**src/hdl/sbu_pkg.sv**
```systemverilog
// Package for the stack processor branch unit: instruction fields, codes, widths.
// Assumes a 16-bit word machine with byte-addressed, word-aligned program counter.
package sbu_pkg;
  localparam int unsigned WORD_W    = 16;
  localparam int unsigned BLOCK_W   = 6;
  localparam int unsigned OFFSET_W  = 9;
  localparam int unsigned BLOCK_LSB = 10;
  localparam int unsigned BLOCK_MSB = 15;
  localparam int unsigned OPC_LSB   = 13;
  localparam logic [2:0]  OPC_BRANCH = 3'h4;
  localparam logic [BLOCK_W-1:0] BLOCK_ZERO = 6'h00;
  localparam logic [BLOCK_W-1:0] BLOCK_ONE  = 6'h01;
  localparam logic [WORD_W-1:0]  WORD_ZERO  = 16'h0000;
  localparam logic [WORD_W-1:0]  WORD_ONE   = 16'h0001;

  typedef enum logic [1:0] {
    SBU_COND_TZERO_KEEP = 2'h0,
    SBU_COND_TZERO_POP  = 2'h1,
    SBU_COND_ALWAYS     = 2'h2,
    SBU_COND_LOOP       = 2'h3
  } sbu_cond_t;

  typedef enum logic [1:0] {
    SBU_BS_SAME = 2'h0,
    SBU_BS_NEXT = 2'h1,
    SBU_BS_ZERO = 2'h2,
    SBU_BS_PREV = 2'h3
  } sbu_blksel_t;

  // Branch instruction word layout
  typedef struct packed {
    logic [2:0]          opcode;
    sbu_cond_t           branch_cond_field;
    sbu_blksel_t         block_select_field;
    logic [OFFSET_W-1:0] word_offset;
  } sbu_instr_t;

  // Stack and index values the core holds before the instruction
  typedef struct packed {
    logic [WORD_W-1:0] top;
    logic [WORD_W-1:0] second;
    logic [WORD_W-1:0] pstack;
    logic [WORD_W-1:0] index;
    logic [WORD_W-1:0] rstack;
  } sbu_regs_t;

  // Actions requested of the core for this cycle
  typedef struct packed {
    logic              pc_load;
    logic [WORD_W-1:0] pc_target;
    logic              pstack_pop;
    logic [WORD_W-1:0] new_top;
    logic [WORD_W-1:0] new_second;
    logic              index_load;
    logic [WORD_W-1:0] new_index;
    logic              rstack_pop;
  } sbu_result_t;
endpackage

```
**src/hdl/sbu_branch_unit.sv**
```systemverilog
// Branch and loop execute logic of the 16-bit stack processor core.
// Assumes the core presents the advanced PC and pre-instruction register values
// each cycle, and applies the registered result one cycle after a valid branch.
// Overview of operation
// - The PC is split into a six-bit block number (bits 15-10) and a ten-bit offset.
// - Each branch is decided and its result produced in one clock cycle from the word, the advanced PC and the incoming register values.
// - A branch word has 100 on top, a condition field, a block selector and a nine-bit offset.
// - A taken branch loads the offset into PC bits 9-1 and clears PC bit 0.
// - Condition 00 branches when top is zero and leaves the parameter stack alone.
// - Condition 01 branches when top is zero and pops the parameter stack either way.
// - Condition 10 always branches and touches neither stack.
// - Condition 11 with a nonzero index decrements the index and branches together.
// - Selector 00 keeps the current block number.
// - Selector 01 adds one to the block number.
// - Selector 10 sets the block number to zero.
// - Selector 11 subtracts one from the block number.
// - The selector works on the already-advanced PC, the word after the branch.
// - Condition 11 with a zero index pops the return stack into the index and falls through.
`timescale 1ns/1ps
module sbu_branch_unit (
  input  wire logic               i_ref_clk,
  input  wire logic               i_reset,
  input  wire logic               i_valid,
  input  wire logic [15:0]        i_instr,
  input  wire logic [15:0]        i_pc_adv,
  input  wire sbu_pkg::sbu_regs_t i_regs,
  output logic                    o_is_branch,
  output logic                    o_done,
  output sbu_pkg::sbu_result_t    o_result
);

  sbu_pkg::sbu_instr_t  instr;
  sbu_pkg::sbu_result_t next_result;
  sbu_pkg::sbu_result_t result;
  logic                 next_done;
  logic                 done;
  logic                 is_branch;
  logic                 top_zero;
  logic                 index_zero;
  logic                 take;
  logic [15:0]          target;

  // Wraps inside the block field so a carry can never reach the code page
  function automatic logic [sbu_pkg::BLOCK_W-1:0] blk_step(
    input logic [sbu_pkg::BLOCK_W-1:0] blk,
    input sbu_pkg::sbu_blksel_t        sel
  );
    logic [sbu_pkg::BLOCK_W-1:0] r;
    r = blk;
    unique case (sel)
      sbu_pkg::SBU_BS_SAME: r = blk;
      sbu_pkg::SBU_BS_NEXT: r = sbu_pkg::BLOCK_W'(blk + sbu_pkg::BLOCK_ONE);
      sbu_pkg::SBU_BS_ZERO: r = sbu_pkg::BLOCK_ZERO;
      sbu_pkg::SBU_BS_PREV: r = sbu_pkg::BLOCK_W'(blk - sbu_pkg::BLOCK_ONE);
    endcase
    return r;
  endfunction

  assign instr      = sbu_pkg::sbu_instr_t'(i_instr);
  assign is_branch  = i_valid && (instr.opcode == sbu_pkg::OPC_BRANCH);
  // Compare the incoming pre-instruction values, never the updated ones
  assign top_zero   = (i_regs.top == sbu_pkg::WORD_ZERO);
  assign index_zero = (i_regs.index == sbu_pkg::WORD_ZERO);
  // Block from the advanced PC; offset fills bits 9-1 and bit 0 is cleared
  assign target = {blk_step(i_pc_adv[sbu_pkg::BLOCK_MSB:sbu_pkg::BLOCK_LSB],
                            instr.block_select_field),
                   instr.word_offset, 1'b0};
  assign o_is_branch = is_branch;

  always_comb begin
    next_result            = '0;
    next_result.pc_target  = target;
    next_result.new_top    = i_regs.top;
    next_result.new_second = i_regs.second;
    next_result.new_index  = i_regs.index;
    take                   = 1'b0;
    next_done              = is_branch;
    if (is_branch) begin
      unique case (instr.branch_cond_field)
        sbu_pkg::SBU_COND_TZERO_KEEP: begin
          take = top_zero;
        end
        sbu_pkg::SBU_COND_TZERO_POP: begin
          take                   = top_zero;
          next_result.pstack_pop = 1'b1;
          next_result.new_top    = i_regs.second;
          next_result.new_second = i_regs.pstack;
        end
        sbu_pkg::SBU_COND_ALWAYS: begin
          take = 1'b1;
        end
        sbu_pkg::SBU_COND_LOOP: begin
          if (!index_zero) begin
            take                   = 1'b1;
            next_result.index_load = 1'b1;
            next_result.new_index  = 16'(i_regs.index - sbu_pkg::WORD_ONE);
          end else begin
            next_result.index_load = 1'b1;
            next_result.rstack_pop = 1'b1;
            next_result.new_index  = i_regs.rstack;
          end
        end
      endcase
    end
    next_result.pc_load = take;
  end

  always_ff @(posedge i_ref_clk or posedge i_reset) begin
    if (i_reset) begin
      result <= '0;
      done   <= 1'b0;
    end else begin
      result <= next_result;
      done   <= next_done;
    end
  end

  assign o_result = result;
  assign o_done   = done;
endmodule // sbu_branch_unit

```
**config.mk**
```make
export PLATFORM = sky130hd
export DESIGN_NAME = sbu_branch_unit
export DESIGN_NICKNAME = d
export VERILOG_FILES = /design/src/hdl/sbu_pkg.sv /design/src/hdl/sbu_branch_unit.sv
export SDC_FILE = /design/constraint.sdc
export NUM_CORES = 1
export LEC_CHECK = 0
export ABC_AREA = 0
export ABC_CLOCK_PERIOD_IN_PS = 2200
export BUFFER_PORTS_ARGS = -buffer_cell sky130_fd_sc_hd__buf_2
export CELL_PAD_IN_SITES_DETAIL_PLACEMENT = 0
export CELL_PAD_IN_SITES_GLOBAL_PLACEMENT = 1
export CORE_MARGIN = 2
export CORE_UTILIZATION = 30
export CTS_CLUSTER_SIZE = 30
export DETAILED_ROUTE_END_ITERATION = 8
export HOLD_SLACK_MARGIN = 0.08
export PLACE_DENSITY_LB_ADDON = 0.25
export SYNTH_ARGS = -nofsm -noshare
export SYNTH_HDL_FRONTEND = slang
export SYNTH_SLANG_ARGS = --single-unit
```
**constraint.sdc**
```tcl
create_clock -name i_ref_clk -period 2.2 [get_ports i_ref_clk]
set_input_delay 0.33 -clock i_ref_clk [delete_from_list [all_inputs] [get_ports i_ref_clk]]
set_output_delay 0.33 -clock i_ref_clk [all_outputs]
set_load 0.02 [all_outputs]
```
==> run summary <==
==================================================================================================
Max rail drop VDD                                                                           203 µV
Number of buffers inserted during clock tree synthesis                                           9
Setup crit start kind                                                                    input pin
Most instantiated flip-flop cell in the synthesis netlist                             sky130_fd_sc_hd__dfrtp_1
Largest cells by area after synthesis                                                 sky130_fd_sc_hd__dfrtp_1, sky130_fd_sc_hd__nand2_1, sky130_fd_sc_hd__ha_1
Vias post-DR                                                                                 2,914
Number of I/O pins                                                                             185
Post-CTS setup buffer count                                                                      0
Setup repair after global routing missed its margin                                             no
FILL cells                                                                                   1,010
Number of enable-type register cells in the synthesized netlist                                  0
Switching power as a share of total power                                                    26.6%
Total routed wire length on the met1 layer                                                 3.67 mm
Number of antenna violations at the first check in global routing                                0
Register share of total power                                                                48.9%
Top fanout value on the critical path                                                           21
Capturing element of the worst setup path                                             o_result[11]
Layout area overhead                                                                         44.3%
Sequential cell area fraction in the yosys report                                            56.2%
Cell chain of the critical path                                                       buf_2 -> or4_4 -> or2_4 -> or2_4 -> a21oi_1 -> a2bb2oi_1
Instance area at placement                                                                4100 µm²
Number of buffer cells added on primary ports                                                  173
Final Cell Area                                                                           4370 µm²
Synthesized instance count                                                                     322
Largest stage delay, worst path                                                            0.55 ns
Number of failing hold endpoints at the final stage                                              0
Syn avg cell area                                                                         9.41 µm²
Run status                                                                            complete, no violations
Netlist area before placement                                                             3030 µm²
Post-synth top area cell                                                              sky130_fd_sc_hd__dfrtp_1
GRT Overall Usage                                                                            16.7%
Max Slew Vio Count                                                                               0
Die Footprint                                                                           10,900 µm²
Total inserted antenna cells                                                                     0
Core ar.                                                                                  9770 µm²
#FFs+latches synth                                                                              68
Clock tree from TritonCTS                                                                     done
Clock transition time at the flip-flop clock pins of the worst setup and hold paths        0.07 ns
Via count of the first global-routing pass                                                   2,869
Count leader, synth                                                                   sky130_fd_sc_hd__nand2_1
Min cycle time layout                                                                      1.77 ns
Post-cts repair resize count                                                                     0
Cell internal power dissipation                                                          0.00201 W
Multi-input combinational cell area                                                       1210 µm²
Starting density of the core                                                                 31.0%
Most common library cells after synthesis                                             sky130_fd_sc_hd__nand2_1, sky130_fd_sc_hd__dfrtp_1, sky130_fd_sc_hd__inv_1
Final setup violating endpoints                                                                  0
Max Root-Sink Buffers                                                                            2
Total length of routed wires                                                               8.79 mm
First-pass GRT wire length                                                                 14.3 mm
Count of different cell masters after synthesis                                                 46
Final HPWL from detailed placement                                                         6.51 mm
Critical Path Source                                                                    i_regs[23]
Critical Setup Path Class                                                             input pin to flop
Gr ovfl total                                                                                    0
Top routing layer in use                                                                      met4
Total number of nets in the final design                                                       634
Storage cell area                                                                         1700 µm²
Leakage power of the design                                                                2.30 nW
Share of total power in combinational logic                                                  17.3%
Post-route setup TNS                                                                          0 ns
Area share of the largest cell type after synthesis                                          56.2%
Share of flip-flops with an asynchronous set or reset after synthesis                         100%
Met2 wirelength from detailed routing                                                      4.22 mm
Row count                                                                                       36
Power density normalized to cell area                                                   625 nW/µm²
Routed len/inst                                                                            13.5 µm
Placer Congestion                                                                            0.759
MaxCap Viol Count                                                                                0
X dimension of the die                                                                      105 µm
Hold buffers post-CTS                                                                           10
Relative contribution of the clock network to total power                                    33.8%
Clock sink count                                                                                68
Overall die height                                                                          105 µm
Number of nets produced by synthesis                                                           442
Drt initial violations                                                                          89
Net Sw Power                                                                            0.000728 W
H-tree depth reported by CTS                                                                     3
Average via count per standard cell                                                           4.48
Period Utilization, post-route                                                               80.4%
Number of search-and-repair iterations in the first detailed-routing pass                        4
Most Frequent Cell on Critical Path                                                   sky130_fd_sc_hd__or2_4
Remaining routing DRC violations                                                                 0
Worst hold path type                                                                  input pin to flop
Fraction of final layout cells with drive strength greater than 1                            40.2%
Maximum number of pins on one net before global-route repair                                    69
Crit path required time                                                                    2.45 ns
Clk Tree Root Cell                                                                    sky130_fd_sc_hd__clkbuf_8
Routed wire length on met3                                                                  775 µm
Final antenna-violating net count                                                                0
CP max stage cell                                                                     sky130_fd_sc_hd__or4_4
Yosys synthesis warning count                                                                    0
Arrival time of data at the critical path endpoint                                         2.02 ns
CP endpoint kind                                                                              flop
Achievable clock frequency                                                               0.566 GHz
==================================================================================================
## area by class of cell
type	instances	area share (%)
flip-flops and latches	68	38.9
multi-input cells	227	27.8
repair buffers	194	24.3
clock buffers	13	3.86
well taps	133	3.81
inverters	14	1.20
clock inverters	1	0.172
## per-layer routing
metal | vias up | GRT usage, %
li1 | 1470 | -
met1 | 1317 | 20.3
met2 | 116 | 27.6
met3 | 11 | 4.70
met4 | 0 | 7.24
met5 | - | 0
## worst max-delay path: cells and delay by family
family | cells | cell delay [ns]
AND/OR/NAND/NOR | 3 | 1.18
AO/OA/AOI/OAI | 2 | 0.36
buffers and inverters | 1 | 0.14
## power groups by stage
stage	combinational, W	sequential, W	clock (W)
final	0.000474	0.00134	0.000925
after global routing	0.000522	0.00134	0.00103
after CTS	0.000481	0.00134	0.000971
after detailed placement	0.000465	0.00136	0
after global placement	0.000462	0.00136	0
after floorplan	0.000137	0.00146	0
## stage by stage
| step | utilization (%) | hold WS (ns) | setup WS [ns] | std cells | power (W) |
|---|---|---|---|---|---|
| floorplan | - | 0.361 | 0.158 | 322 | 0.00159 |
| global route | 44.7 | 0.175 | 0.339 | 650 | 0.00289 |
| detailed placement | 41.9 | 0.439 | 0.0784 | 626 | 0.00182 |
| finish | 44.7 | 0.177 | 0.432 | 650 | 0.00273 |
| CTS | 44.7 | 0.151 | 0.469 | 650 | 0.00279 |
| global placement | 41.9 | 0.438 | 0.127 | 626 | 0.00182 |
## sequential cells by signal (all words and copies together) (netlist names)
register / cells
o_done: 1
o_result: 67
## how the worst min path moves through the flow
stage                     startpoint      endpoint  cells past startpoint
after global placement       i_reset  o_result[50]                      3
after detailed placement     i_reset  o_result[50]                      3
after CTS                 i_regs[40]  o_result[26]                      3
after global routing      i_regs[32]  o_result[18]                      3
final                     i_regs[36]  o_result[22]                      3
after floorplan           i_instr[0]  o_result[52]                      0
## logic make-up after synthesis
kind of cell               share of synthesized area [%]
xor gates and xnor gates                            1.16
muxes                                               1.40
DFF                                                 56.2
adders and majority gates                           2.06
buffers and inverters                               3.76
other                                              0.124
AOI/OAI and AO/OA                                   13.0
and+or+nand+nor                                     22.4
## cell usage in the layout, fill, tap and decap left out, types with 3 or more instances in the layout
master and instances:
sky130_fd_sc_hd__o21ai_0 12, sky130_fd_sc_hd__inv_1 12, sky130_fd_sc_hd__dfrtp_1 68, sky130_fd_sc_hd__a31oi_1 4, sky130_fd_sc_hd__xnor2_1 4, sky130_fd_sc_hd__o22ai_1 4
sky130_fd_sc_hd__ha_1 5, sky130_fd_sc_hd__nor3_1 8, sky130_fd_sc_hd__a21oi_1 12, sky130_fd_sc_hd__nor2_1 10, sky130_fd_sc_hd__a2bb2oi_1 7, sky130_fd_sc_hd__a21oi_2 3
sky130_fd_sc_hd__clkbuf_8 12, sky130_fd_sc_hd__buf_2 173, sky130_fd_sc_hd__buf_4 10, sky130_fd_sc_hd__dlygate4sd3_1 10, sky130_fd_sc_hd__nor4_1 6, sky130_fd_sc_hd__a22o_1 4
sky130_fd_sc_hd__nand3_1 6, sky130_fd_sc_hd__nand2_1 108
(Power assumes the default switching activity.)
